`config.mk`:
```
export PLATFORM = sky130hd
export DESIGN_NAME = sfa_core
export DESIGN_NICKNAME = d
export VERILOG_FILES = /design/src/rtl/sfa_pkg.sv /design/src/rtl/sfa_alu_flags.sv /design/src/rtl/sfa_core.sv
export SDC_FILE = /design/constraint.sdc
export NUM_CORES = 1
export LEC_CHECK = 0
export BUFFER_PORTS_ARGS = -buffer_cell sky130_fd_sc_hd__buf_2
export CORE_UTILIZATION = 51
export DETAILED_ROUTE_END_ITERATION = 10
export PLACE_DENSITY = 0.8
export SLEW_MARGIN = 20
export SYNTH_ARGS = -nofsm -noshare
export SYNTH_HDL_FRONTEND = slang
export SYNTH_SLANG_ARGS = --single-unit
```
`constraint.sdc`:
```
create_clock -name clock_i -period 6.9 [get_ports clock_i]
set_input_delay 1.38 -clock clock_i [delete_from_list [all_inputs] [get_ports clock_i]]
set_output_delay 1.38 -clock clock_i [all_outputs]
set_load 0.05 [all_outputs]
```
`src/rtl/sfa_pkg.sv`:
```
// sfa_pkg: shared constants for the status-flag and data-addressing slice
// assumes: used by sfa_alu_flags and sfa_core on one 20 MHz core clock
// Summary of operation
// RULE1 - top bit of arithmetic status reads zero, writes to it ignored
// RULE2 - timeout indicator set at power-up, watchdog clear or sleep; cleared on timeout
// RULE3 - power-down indicator set at power-up or watchdog clear; cleared by sleep
// RULE4 - negative flag takes result msb after arithmetic operation
// RULE5 - signed overflow flag set when sign bit changes by overflow, else cleared
// RULE6 - zero flag set when arithmetic or logic result is zero, else cleared
// RULE7 - add/subtract set nibble carry on carry out of bit 3, else clear
// RULE8 - add/subtract set carry on carry out of msb, else clear
// RULE9 - subtraction adds two's complement; carries mean no borrow
// RULE10 - rotate through carry loads carry with the bit shifted out
// RULE11 - bit and byte instructions take 8-bit address from opcode low byte
// RULE12 - access select one joins bank select register with opcode address
// RULE13 - access select zero maps opcode address into access bank, bank ignored
// RULE14 - long move uses full 14-bit opcode address, bank select ignored
// RULE15 - destination select one writes source register, zero writes working register
// RULE16 - three pointer pairs of two bytes hold 14-bit address; top two unused
// RULE17 - virtual indirect operand accesses memory at its pointer pair address
// RULE18 - indirect address uses only 14-bit pointer, not bank or access bit
// RULE19 - post inc/dec adjust pointer after access; pre-increment adjusts before
// RULE20 - working offset addresses pointer plus signed working value, changing neither
// RULE21 - pointer adjust spans whole 14 bits and never touches status flags
// RULE22 - flag-affecting op aimed at status updates flags, result not written
// RULE23 - power-on reset clears five flags, sets timeout and power-down indicators

package sfa_pkg;

	// ----------------------------------------
	// register offsets (byte addresses)
	// ----------------------------------------
	localparam logic [11:0] OFS_ARITH_STATUS = 12'h000;
	localparam logic [11:0] OFS_BANK_SELECT = 12'h004;
	localparam logic [11:0] OFS_PTR_BASE = 12'h010;
	localparam logic [11:0] OFS_PTR_STRIDE = 12'h008;
	localparam logic [11:0] OFS_PTR_HIGH = 12'h004;

	// ----------------------------------------
	// arithmetic status fields
	// ----------------------------------------
	localparam int unsigned BIT_UNUSED = 7;
	localparam int unsigned BIT_WDT_TMO = 6;
	localparam int unsigned BIT_PWRDN = 5;
	localparam int unsigned BIT_NEG = 4;
	localparam int unsigned BIT_SOVF = 3;
	localparam int unsigned BIT_ZERO = 2;
	localparam int unsigned BIT_NIB_C = 1;
	localparam int unsigned BIT_CARRY = 0;
	localparam logic [4:0] ARITH_FLAGS_POR = 5'h00;
	localparam logic WDT_TMO_POR = 1'b1;
	localparam logic PWRDN_POR = 1'b1;

	// ----------------------------------------
	// addressing constants
	// ----------------------------------------
	localparam logic [5:0] BANK_SELECT_POR = 6'h00;
	localparam logic [13:0] PTR_POR = 14'h0000;
	localparam logic [7:0] ACCESS_SPLIT = 8'h60;
	localparam logic [5:0] ACCESS_LOW_BANK = 6'h00;
	localparam logic [5:0] ACCESS_HIGH_BANK = 6'h3f;

	// ----------------------------------------
	// operation and address modes
	// ----------------------------------------
	typedef enum logic [2:0] {
		OP_ADD,
		OP_SUB,
		OP_AND,
		OP_OR,
		OP_XOR,
		OP_ROT_LEFT_C,
		OP_ROT_RIGHT_C,
		OP_PASS
	} sfa_op_t;

	typedef enum logic [2:0] {
		AM_DIRECT,
		AM_LONG,
		AM_INDIRECT,
		AM_POST_INC,
		AM_POST_DEC,
		AM_PRE_INC,
		AM_WORK_OFS
	} sfa_amode_t;

endpackage

```
`src/rtl/sfa_alu_flags.sv`:
```
// sfa_alu_flags: combinational result and flag generation for one operation
// assumes: operands and carry in are stable for the cycle of use
`timescale 1ns/1ps

module sfa_alu_flags
(
	// operation
	input logic [2:0] op_i,
	input logic [7:0] a_i,
	input logic [7:0] b_i,
	input logic carry_i,
	// result and flags
	output logic [7:0] res_o,
	output logic neg_o,
	output logic sovf_o,
	output logic zero_o,
	output logic nib_c_o,
	output logic carry_o,
	output logic arith_o,
	output logic rot_o
);

	// ----------------------------------------
	// adder
	// ----------------------------------------
	wire is_sub = (op_i == sfa_pkg::OP_SUB);
	// RULE9 two's complement subtract
	wire [7:0] b_eff = is_sub ? ~b_i : b_i;
	wire [8:0] sum = {1'b0, a_i} + {1'b0, b_eff} + {8'h00, is_sub};
	wire [4:0] low_sum = {1'b0, a_i[3:0]} + {1'b0, b_eff[3:0]} + {4'h0, is_sub};

	assign arith_o = (op_i == sfa_pkg::OP_ADD) || is_sub;
	assign rot_o = (op_i == sfa_pkg::OP_ROT_LEFT_C) || (op_i == sfa_pkg::OP_ROT_RIGHT_C);

	// ----------------------------------------
	// result select
	// ----------------------------------------
	assign res_o = arith_o ? sum[7:0] :
		(op_i == sfa_pkg::OP_AND) ? (a_i & b_i) :
		(op_i == sfa_pkg::OP_OR) ? (a_i | b_i) :
		(op_i == sfa_pkg::OP_XOR) ? (a_i ^ b_i) :
		(op_i == sfa_pkg::OP_ROT_LEFT_C) ? {a_i[6:0], carry_i} :
		(op_i == sfa_pkg::OP_ROT_RIGHT_C) ? {carry_i, a_i[7:1]} : a_i;

	// RULE4 sign from msb
	assign neg_o = res_o[7];
	// RULE5 sign change overflow
	assign sovf_o = (a_i[7] == b_eff[7]) && (sum[7] != a_i[7]);
	// RULE6 zero detect
	assign zero_o = (res_o == 8'h00);
	// RULE7 carry from bit 3
	assign nib_c_o = low_sum[4];
	// RULE8 carry from msb, RULE10 rotate out bit
	assign carry_o = (op_i == sfa_pkg::OP_ROT_LEFT_C) ? a_i[7] :
		(op_i == sfa_pkg::OP_ROT_RIGHT_C) ? a_i[0] : sum[8];

endmodule // sfa_alu_flags

```
`src/rtl/sfa_core.sv`:
```
// sfa_core: arithmetic status flags, pointer pairs and data address forming
// assumes: decoder/alu drive one-cycle strobes; data memory takes the address
`timescale 1ns/1ps

module sfa_core #(
	parameter int unsigned PTR_COUNT = 3
)
(
	// clock and power-on reset
	input logic clock_i,
	input logic srst_i,
	// apb slave
	input logic psel_i,
	input logic penable_i,
	input logic pwrite_i,
	input logic [11:0] paddr_i,
	input logic [31:0] pwdata_i,
	output logic [31:0] prdata_o,
	output logic pready_o,
	output logic pslverr_o,
	// alu operation
	input logic op_valid_i,
	input logic [2:0] op_kind_i,
	input logic [7:0] op_a_i,
	input logic [7:0] op_b_i,
	input logic dest_sel_i,
	input logic dest_is_status_i,
	output logic [7:0] result_o,
	output logic file_we_o,
	output logic wreg_we_o,
	// power events
	input logic wdt_clear_i,
	input logic sleep_i,
	input logic wdt_timeout_i,
	// address request
	input logic addr_req_i,
	input logic [2:0] amode_i,
	input logic [7:0] opcode_addr_i,
	input logic access_sel_i,
	input logic [13:0] long_addr_i,
	input logic [1:0] ptr_sel_i,
	input logic [7:0] working_i,
	output logic [13:0] data_addr_o,
	output logic addr_valid_o,
	// status view
	output logic [7:0] arith_status_o
);

	// ----------------------------------------
	// state
	// ----------------------------------------
	logic neg_q, sovf_q, zero_q, nib_c_q, carry_q;
	logic wdt_tmo_q, pwrdn_q;
	logic [5:0] bank_q;
	logic [13:0] ptr_q [PTR_COUNT];
	logic [13:0] ptr_d [PTR_COUNT];
	logic [7:0] result_q;
	logic file_we_q, wreg_we_q;
	logic [13:0] data_addr_q;
	logic addr_valid_q;
	logic [31:0] prdata_q;

	function automatic logic [13:0] ptr_add(input logic [13:0] p, input logic [7:0] ofs);
		ptr_add = p + {{6{ofs[7]}}, ofs};
	endfunction

	function automatic logic [11:0] ptr_ofs(input int unsigned idx, input logic high);
		ptr_ofs = sfa_pkg::OFS_PTR_BASE + 12'(idx) * sfa_pkg::OFS_PTR_STRIDE
			+ (high ? sfa_pkg::OFS_PTR_HIGH : 12'h000);
	endfunction

	// ----------------------------------------
	// alu flags
	// ----------------------------------------
	logic [7:0] alu_res;
	logic alu_neg, alu_sovf, alu_zero, alu_nib_c, alu_carry, alu_arith, alu_rot;

	sfa_alu_flags u_alu (
		.op_i(op_kind_i),
		.a_i(op_a_i),
		.b_i(op_b_i),
		.carry_i(carry_q),
		.res_o(alu_res),
		.neg_o(alu_neg),
		.sovf_o(alu_sovf),
		.zero_o(alu_zero),
		.nib_c_o(alu_nib_c),
		.carry_o(alu_carry),
		.arith_o(alu_arith),
		.rot_o(alu_rot)
	);

	// ----------------------------------------
	// apb decode
	// ----------------------------------------
	wire apb_setup = psel_i && !penable_i;
	wire apb_access = psel_i && penable_i;
	wire apb_wr = apb_access && pwrite_i;
	wire hit_status = (paddr_i == sfa_pkg::OFS_ARITH_STATUS);
	wire hit_bank = (paddr_i == sfa_pkg::OFS_BANK_SELECT);
	logic hit_ptr;
	logic [31:0] rd_mux;

	// RULE1 msb held at zero
	assign arith_status_o = {1'b0, wdt_tmo_q, pwrdn_q, neg_q, sovf_q, zero_q, nib_c_q,
		carry_q};

	always_comb
	begin
		hit_ptr = 1'b0;
		rd_mux = 32'h0000_0000;
		if (hit_status)
			rd_mux = {24'h00_0000, arith_status_o};
		if (hit_bank)
			rd_mux = {26'h000_0000, bank_q};
		for (int i = 0; i < PTR_COUNT; i++)
		begin
			if (paddr_i == ptr_ofs(i, 1'b0))
			begin
				hit_ptr = 1'b1;
				rd_mux = {24'h00_0000, ptr_q[i][7:0]};
			end
			// RULE16 upper two bits read zero
			if (paddr_i == ptr_ofs(i, 1'b1))
			begin
				hit_ptr = 1'b1;
				rd_mux = {26'h000_0000, ptr_q[i][13:8]};
			end
		end
	end

	wire hit_any = hit_status || hit_bank || hit_ptr;
	assign pready_o = 1'b1;
	assign pslverr_o = apb_access && !hit_any;
	assign prdata_o = prdata_q;

	always_ff @(posedge clock_i)
	begin
		if (srst_i)
			prdata_q <= 32'h0000_0000;
		else if (apb_setup)
			prdata_q <= rd_mux;
	end

	always_ff @(posedge clock_i)
	begin
		if (srst_i)
			bank_q <= sfa_pkg::BANK_SELECT_POR;
		else if (apb_wr && hit_bank)
			bank_q <= pwdata_i[5:0];
	end

	// ----------------------------------------
	// arithmetic flags
	// ----------------------------------------
	always_ff @(posedge clock_i)
	begin
		// RULE23 power-on values
		if (srst_i)
			{neg_q, sovf_q, zero_q, nib_c_q, carry_q} <= sfa_pkg::ARITH_FLAGS_POR;
		else if (op_valid_i)
		begin
			// RULE22 flags follow the operation
			neg_q <= alu_neg;
			zero_q <= alu_zero;
			if (alu_arith)
			begin
				sovf_q <= alu_sovf;
				nib_c_q <= alu_nib_c;
				carry_q <= alu_carry;
			end
			// RULE10 rotate loads carry
			if (alu_rot)
				carry_q <= alu_carry;
		end
		// RULE1 bit 7 write dropped
		else if (apb_wr && hit_status)
			{neg_q, sovf_q, zero_q, nib_c_q, carry_q} <= pwdata_i[4:0];
	end

	// ----------------------------------------
	// timeout and power-down indicators
	// ----------------------------------------
	// RULE2 timeout indicator
	wire wdt_tmo_d = wdt_timeout_i ? 1'b0 : (wdt_clear_i || sleep_i) ? 1'b1 : wdt_tmo_q;
	// RULE3 power-down indicator
	wire pwrdn_d = wdt_clear_i ? 1'b1 : sleep_i ? 1'b0 : pwrdn_q;

	always_ff @(posedge clock_i)
	begin
		if (srst_i)
		begin
			wdt_tmo_q <= sfa_pkg::WDT_TMO_POR;
			pwrdn_q <= sfa_pkg::PWRDN_POR;
		end
		else
		begin
			wdt_tmo_q <= wdt_tmo_d;
			pwrdn_q <= pwrdn_d;
		end
	end

	// ----------------------------------------
	// result write-back
	// ----------------------------------------
	// RULE22 status destination swallows result
	wire status_dest = dest_sel_i && dest_is_status_i;

	always_ff @(posedge clock_i)
	begin
		if (srst_i)
		begin
			result_q <= 8'h00;
			file_we_q <= 1'b0;
			wreg_we_q <= 1'b0;
		end
		else
		begin
			if (op_valid_i)
				result_q <= alu_res;
			// RULE15 destination select
			file_we_q <= op_valid_i && dest_sel_i && !status_dest;
			wreg_we_q <= op_valid_i && !dest_sel_i;
		end
	end

	assign result_o = result_q;
	assign file_we_o = file_we_q;
	assign wreg_we_o = wreg_we_q;

	// ----------------------------------------
	// address forming
	// ----------------------------------------
	wire ptr_ok = (int'(ptr_sel_i) < PTR_COUNT);
	wire [13:0] ptr_cur = ptr_ok ? ptr_q[ptr_sel_i] : 14'h0000;
	// RULE21 whole-pair step
	wire [13:0] ptr_inc = ptr_add(ptr_cur, 8'h01);
	wire [13:0] ptr_dec = ptr_add(ptr_cur, 8'hff);
	// RULE20 signed working offset
	wire [13:0] ptr_work = ptr_add(ptr_cur, working_i);
	// RULE13 access bank map
	wire [5:0] access_bank = (opcode_addr_i < sfa_pkg::ACCESS_SPLIT) ?
		sfa_pkg::ACCESS_LOW_BANK : sfa_pkg::ACCESS_HIGH_BANK;
	// RULE11 RULE12 bank joined with low byte
	wire [13:0] direct_addr = access_sel_i ? {bank_q, opcode_addr_i} :
		{access_bank, opcode_addr_i};
	wire is_post = (amode_i == sfa_pkg::AM_POST_INC) || (amode_i == sfa_pkg::AM_POST_DEC);
	wire is_pre = (amode_i == sfa_pkg::AM_PRE_INC);

	// RULE14 long address, RULE17 RULE18 pointer only, RULE19 pre step
	wire [13:0] addr_d = (amode_i == sfa_pkg::AM_DIRECT) ? direct_addr :
		(amode_i == sfa_pkg::AM_LONG) ? long_addr_i :
		is_pre ? ptr_inc :
		(amode_i == sfa_pkg::AM_WORK_OFS) ? ptr_work : ptr_cur;

	wire ptr_adjust = addr_req_i && ptr_ok && (is_post || is_pre);
	// RULE19 post step after access
	wire [13:0] ptr_new = (amode_i == sfa_pkg::AM_POST_DEC) ? ptr_dec : ptr_inc;

	always_comb
	begin
		for (int i = 0; i < PTR_COUNT; i++)
		begin
			ptr_d[i] = ptr_q[i];
			if (apb_wr && (paddr_i == ptr_ofs(i, 1'b0)))
				ptr_d[i][7:0] = pwdata_i[7:0];
			// RULE16 top two bits dropped
			if (apb_wr && (paddr_i == ptr_ofs(i, 1'b1)))
				ptr_d[i][13:8] = pwdata_i[5:0];
			if (ptr_adjust && (int'(ptr_sel_i) == i))
				ptr_d[i] = ptr_new;
		end
	end

	always_ff @(posedge clock_i)
	begin
		for (int i = 0; i < PTR_COUNT; i++)
		begin
			if (srst_i)
				ptr_q[i] <= sfa_pkg::PTR_POR;
			else
				ptr_q[i] <= ptr_d[i];
		end
	end

	always_ff @(posedge clock_i)
	begin
		if (srst_i)
		begin
			data_addr_q <= 14'h0000;
			addr_valid_q <= 1'b0;
		end
		else
		begin
			addr_valid_q <= addr_req_i;
			if (addr_req_i)
				data_addr_q <= addr_d;
		end
	end

	assign data_addr_o = data_addr_q;
	assign addr_valid_o = addr_valid_q;
endmodule // sfa_core

```
* After elaboration in Yosys (flattened, before gate mapping) *
Memories as Yosys holds them, arrays and structs flattened.
Index checks and enable logic that the tools add are counted.
Widths: inputs -> output; s select.

word-level totals
  register bits = 70
  bits in writable memories = 42
  input bits = 111
  output and inout bits = 67
  word-level logic and storage cells = 160
  memories = 1

operators by class
  add/subtract/negate cells = 7
  order comparisons = 2
  eq/ne operators = 24
  multiplexer cells = 62
  bitwise operators = 7
  reductions and logical operators = 43

memories
  name   words  width  rd ports  clocked after memory_dff  write ports  RTL line        RTL
  ptr_q  3      14     4         0                         3            sfa_core.sv:55  logic [13:0] ptr_q [PTR_COUNT];

operator list
  kind                    count
  $mux 32                 7
  $mux 14                 13
  $mux 8                  10
  $eq 12x5->1 const B     4
  $mux 1                  27
  $eq 12x6->1 const B     2
  $mux 6                  4
  $logic_and 1x1->1       22
  $eq 3x3->1 const B      6
  $add 14x1->14 const B   1
  $add 14x14->14          1
  $add 14x14->14 const B  1
  $eq 12x3->1 const B     1
  $logic_not 12->1        1
  $add 8x8->9             1
  $add 9x1->9             1
  $eq 3x2->1 const B      3
  $and 8x8->8             1
  $logic_not 8->1         1
  $lt 8x7->1 const B      1
  $not 8->8               1
  $or 8x8->8              1
  $xor 8x8->8             1
  $logic_or 1x1->1        7
  17 further kinds        27

* Logic depth before layout (Yosys ltp) *
  depth in word-level cells = 10
  mapped depth = 13
  depth with buffers taken out = 11

* Cells and area by module *
From an unflattened synthesis, not the netlist that was laid out.

second synthesis, totals
  cells, all modules = 1111
  area, all modules = 8871.0 µm²

by module, submodules not included
  module         instances  cells each  area an instance (µm²)  seq. area each (µm²)
  sfa_core       1          935         7543.5                  1761.7
  sfa_alu_flags  1          176         1327.5                  0.0

* Worst setup path after synthesis *
No wires, ideal clock.

  path type = input to register
  from = input port op_kind_i[0]
  to = register zero_q
  arrival = 4362 ps
  required time = 6784 ps
  slack = 2422 ps
  stages = 13
  path buffers = 3
  path through = clkbuf_1 buf_1 clkbuf_1 nand2_1 xnor2_1 fa_1 a21o_1 a21oi_1 xor2_1 a222oi_1 nor2_1 nor4b_1 a31o_2

between the ends
  cells in the longest elaborated chain, start to end = 9

RTL lines
  what                                                                 RTL line             RTL
  start: declaration                                                   sfa_core.sv:23       input logic [2:0] op_kind_i,
  parallel branches: the longest is 6 deep, another holds $add 8x8->9  n/a
  $mux 8 *                                                             sfa_alu_flags.sv:38  assign res_o = arith_o ? sum[7:0] :
  $logic_not 8->1 *                                                    sfa_alu_flags.sv:50  assign zero_o = (res_o == 8'h00);
  $mux 1 *                                                             sfa_core.sv:161      else if (op_valid_i)
  end signal: assignment                                               sfa_core.sv:160      {neg_q, sovf_q, zero_q, nib_c_q, carry_q} <= sfa_pkg::ARITH_FLAGS_POR;
  end signal: assignment                                               sfa_core.sv:165      zero_q <= alu_zero;
  end signal: assignment                                               sfa_core.sv:178      {neg_q, sovf_q, zero_q, nib_c_q, carry_q} <= pwdata_i[4:0];
  end: declaration                                                     sfa_core.sv:52       logic neg_q, sovf_q, zero_q, nib_c_q, carry_q;

Every way passes the cells marked *.
A chain may end at the register's enable or synchronous reset.

* Final worst setup path *
  from = input port ptr_sel_i[0]
  to = register data_addr_q[8], in the netlist data_addr_o[8]

between the ends
  cells in the longest elaborated chain, start to end = 7

RTL lines
  what                                        RTL line         RTL
  start: declaration                          sfa_core.sv:41   input logic [1:0] ptr_sel_i,
  $mem_v2 3x14 or $lt 2x2->1 (tied branches)  n/a
  $mux 14 *                                   sfa_core.sv:235  wire [13:0] ptr_cur = ptr_ok ? ptr_q[ptr_sel_i] : 14'h0000;
  $add 14x14->14                              sfa_core.sv:64   ptr_add = p + {{6{ofs[7]}}, ofs};
  $mux 14                                     sfa_core.sv:254  (amode_i == sfa_pkg::AM_WORK_OFS) ? ptr_work : ptr_cur;
  $mux 14 *                                   sfa_core.sv:253  is_pre ? ptr_inc :
  $mux 14 *                                   sfa_core.sv:252  (amode_i == sfa_pkg::AM_LONG) ? long_addr_i :
  $mux 14 *                                   sfa_core.sv:251  wire [13:0] addr_d = (amode_i == sfa_pkg::AM_DIRECT) ? direct_addr :
  end signal: assignment                      sfa_core.sv:297  data_addr_q <= addr_d;
  end: declaration                            sfa_core.sv:59   logic [13:0] data_addr_q;

Mark *: on every way between the ends. The rest lies on a longest branch, timed or not.

==> out/results.txt <==
status - finished clean
Inserted Diodes - 0
most common flop cell mapped by yosys - dfxtp_1
CTS Buf Count - 9
clk slew on worst S/H paths - 60 ps
vias in the first global route - 7337
IR Drop Worst-Case VDD - 0.1715 mV
Avg Inst Size Synth - 7.876 um2
Die X - 127.9 um
post-synthesis sequential area ratio - 21.78%
final WL - 24.17 mm
Worst R2R Path Depth - 11
CP startpoint kind - input port
Final Cycle Share - 70.93%
kind of critical path - in2reg
Post-CTS Setup Repair Bufs - 0
asr flop ratio synth - 0%
Final Skew - 12.13 ps
commonest non-fill, non-tap cells in the layout - buf_2 (127), dfxtp_1 (88), nor2_1 (85)
Peak Freq - 204.3 MHz
per-cell routed wire length - 18.40 um
# setup viols final - 0
Post-Syn Area - 8089 um2
All-Layer GR Usage - 29.03%
Final Hold Viols - 0
layout cells sized above 1 - 16.79%
Cell Rows - 45
placer congestion estimate - 0.8940
Hold Path Depth - 2
Distinct cells, synth - 86
Slew @ Worst Pin - 947.9 ps
RSZ-0062 raised after global routing - no
Pwr Density - 167.4 nW/um2
number of synthesized flops with an enable pin - 0
minimum clock period - 4894 ps
Final Util - 58.10%
Layout Cells excl Fill - 1313
DIE AREA - 16370 um2
core area - 15310 um2
Antenna Nets Post-Route - 0
flops & latches, synth - 88
CTS resizes - 0
leading cell type in the layout, fill and taps excluded - buf_2
drt first pass iters - 8
CP max FO - 22
Die Ht - 127.9 um
first-pass GRT wire length - 37.81 mm
remaining routing DRC violations - 0
Root Driver - clkbuf_16
Hold Path Class - reg2reg
Slew Limit Fails - 0
CTS tree - yes
Cells after Synth - 1027
Setup TNS Final - 0 ps
P&R area growth vs syn - 9.992%
CTS H-tree depth - 3
largest net degree at the start of global routing - 75
gr ovfl total - 0
Initial Util - 52.82%
max-cap violations - 0
Max-slew headroom - 36.57%
hold_buf cts - 0
Crit. End Element - register
worst skew pair latency - 360 ps
placed cells - 1297
Critical Path AT - 5190 ps
Via-to-Cell Ratio - 6.262
Required @ worst endpoint - 7200 ps
I/O Buffers - 127
DR vias - 8222
Clock Path Buffers - 2
clk sinks - 88
Nets - 1249
initial antenna violation count - 0
Static Leak - 3.777 nW
HPWL after DPL - 17.85 mm
Syn. warnings - 0
DRT iter0 DRCs - 850
I/O pin count - 178
[layer usage]
metal / GRT usage (%) / share of wire [%]
met4: 10.52 / 2.8
met1: 39.91 / 43
met5: 0 / 0
met2: 45.81 / 45
met3: 4.591 / 9.5
[worst max-delay path: stages]
cell	delay (ps)
buf_2	490
and2b_1	490
o2bb2ai_1	410
ha_1	350
fa_1	420
a211oi_1	330
o21bai_1	150
o22a_1	210
xor2_1	150
nor2_1	60
a2111oi_0	610
a21o_1	140
[cells in the mapped netlist (11+ instances only)]
library cell / instances / area, um2
dfxtp_1: 88 / 1762
nor2_1: 85 / 319.1
mux2i_1: 83 / 830.8
a21oi_1: 81 / 405.4
nand2_1: 76 / 285.3
o21ai_0: 43 / 215.2
clkbuf_1: 42 / 157.7
a211oi_1: 39 / 292.8
ha_1: 39 / 488.0
buf_4: 37 / 277.8
inv_1: 35 / 131.4
a21o_1: 33 / 247.7
xnor2_1: 29 / 254.0
o22ai_1: 22 / 137.6
nor3_1: 20 / 100.1
nand2b_1: 15 / 93.84
nand3_1: 14 / 70.07
nor2b_1: 14 / 87.58
a31oi_1: 12 / 75.07
nand4_1: 11 / 68.82
[final timing paths]
kind / startpoint / endpoint / slack (ps)
setup reg to reg: ptr_q[1][0] / data_addr_o[8] / 3620
hold reg to reg: prdata_o[7] / prdata_o[7] / 450
setup / recovery: ptr_sel_i[0] / data_addr_o[8] / 2010
hold / removal: prdata_o[7] / prdata_o[7] / 450
[metrics by stage]
step | power [mW] | setup WS, ps | hold slack, ps | area [um2]
finish | 1.489 | 2006 | 448.1 | 8897
global route | 1.543 | 1781 | 464.4 | 8897
CTS | 1.484 | 2129 | 451.1 | 8897
detailed placement | 0.9699 | 1787 | 435.8 | 8592
global placement | 0.9635 | 1854 | 437.1 | 8592
floorplan | 0.8779 | 2422 | 454.6 | 8179
[sequential cells by signal, indices dropped and copies added (netlist names), 6 cells and up]
name / count
prdata_o: 8
bank_q: 6
data_addr_o: 14
result_o: 8
ptr_q: 42
[kinds of logic after synthesis]
kind of cell / after synthesis / synth area share [%]
adders and majority gates: 41 / 6.528
other: 2 / 0.09284
and+or+nand+nor: 294 / 19.04
AOI/OAI and AO/OA: 335 / 28.20
xor gates and xnor gates: 39 / 4.223
buffers and inverters: 134 / 8.152
muxes: 94 / 11.99
DFF: 88 / 21.78
[cell type report]
type | instances | area, um2
Timing Repair Buffer | 131 | 665.6
Clock buffer | 11 | 242.7
Inverter | 38 | 142.6
Multi-Input combinational cell | 829 | 5758
Fill cell | 1460 | 6417
Tap cell | 211 | 264.0
Sequential cell | 88 | 1762
Clock inverter | 5 | 62.56
[where the power goes]
part	internal, mW	total, mW	switching [mW]
clock network	0.294	0.521	0.227
logic	0.135	0.422	0.288
registers	0.530	0.546	0.0165
total	0.958	1.49	0.531
(Power assumes the default switching activity.)
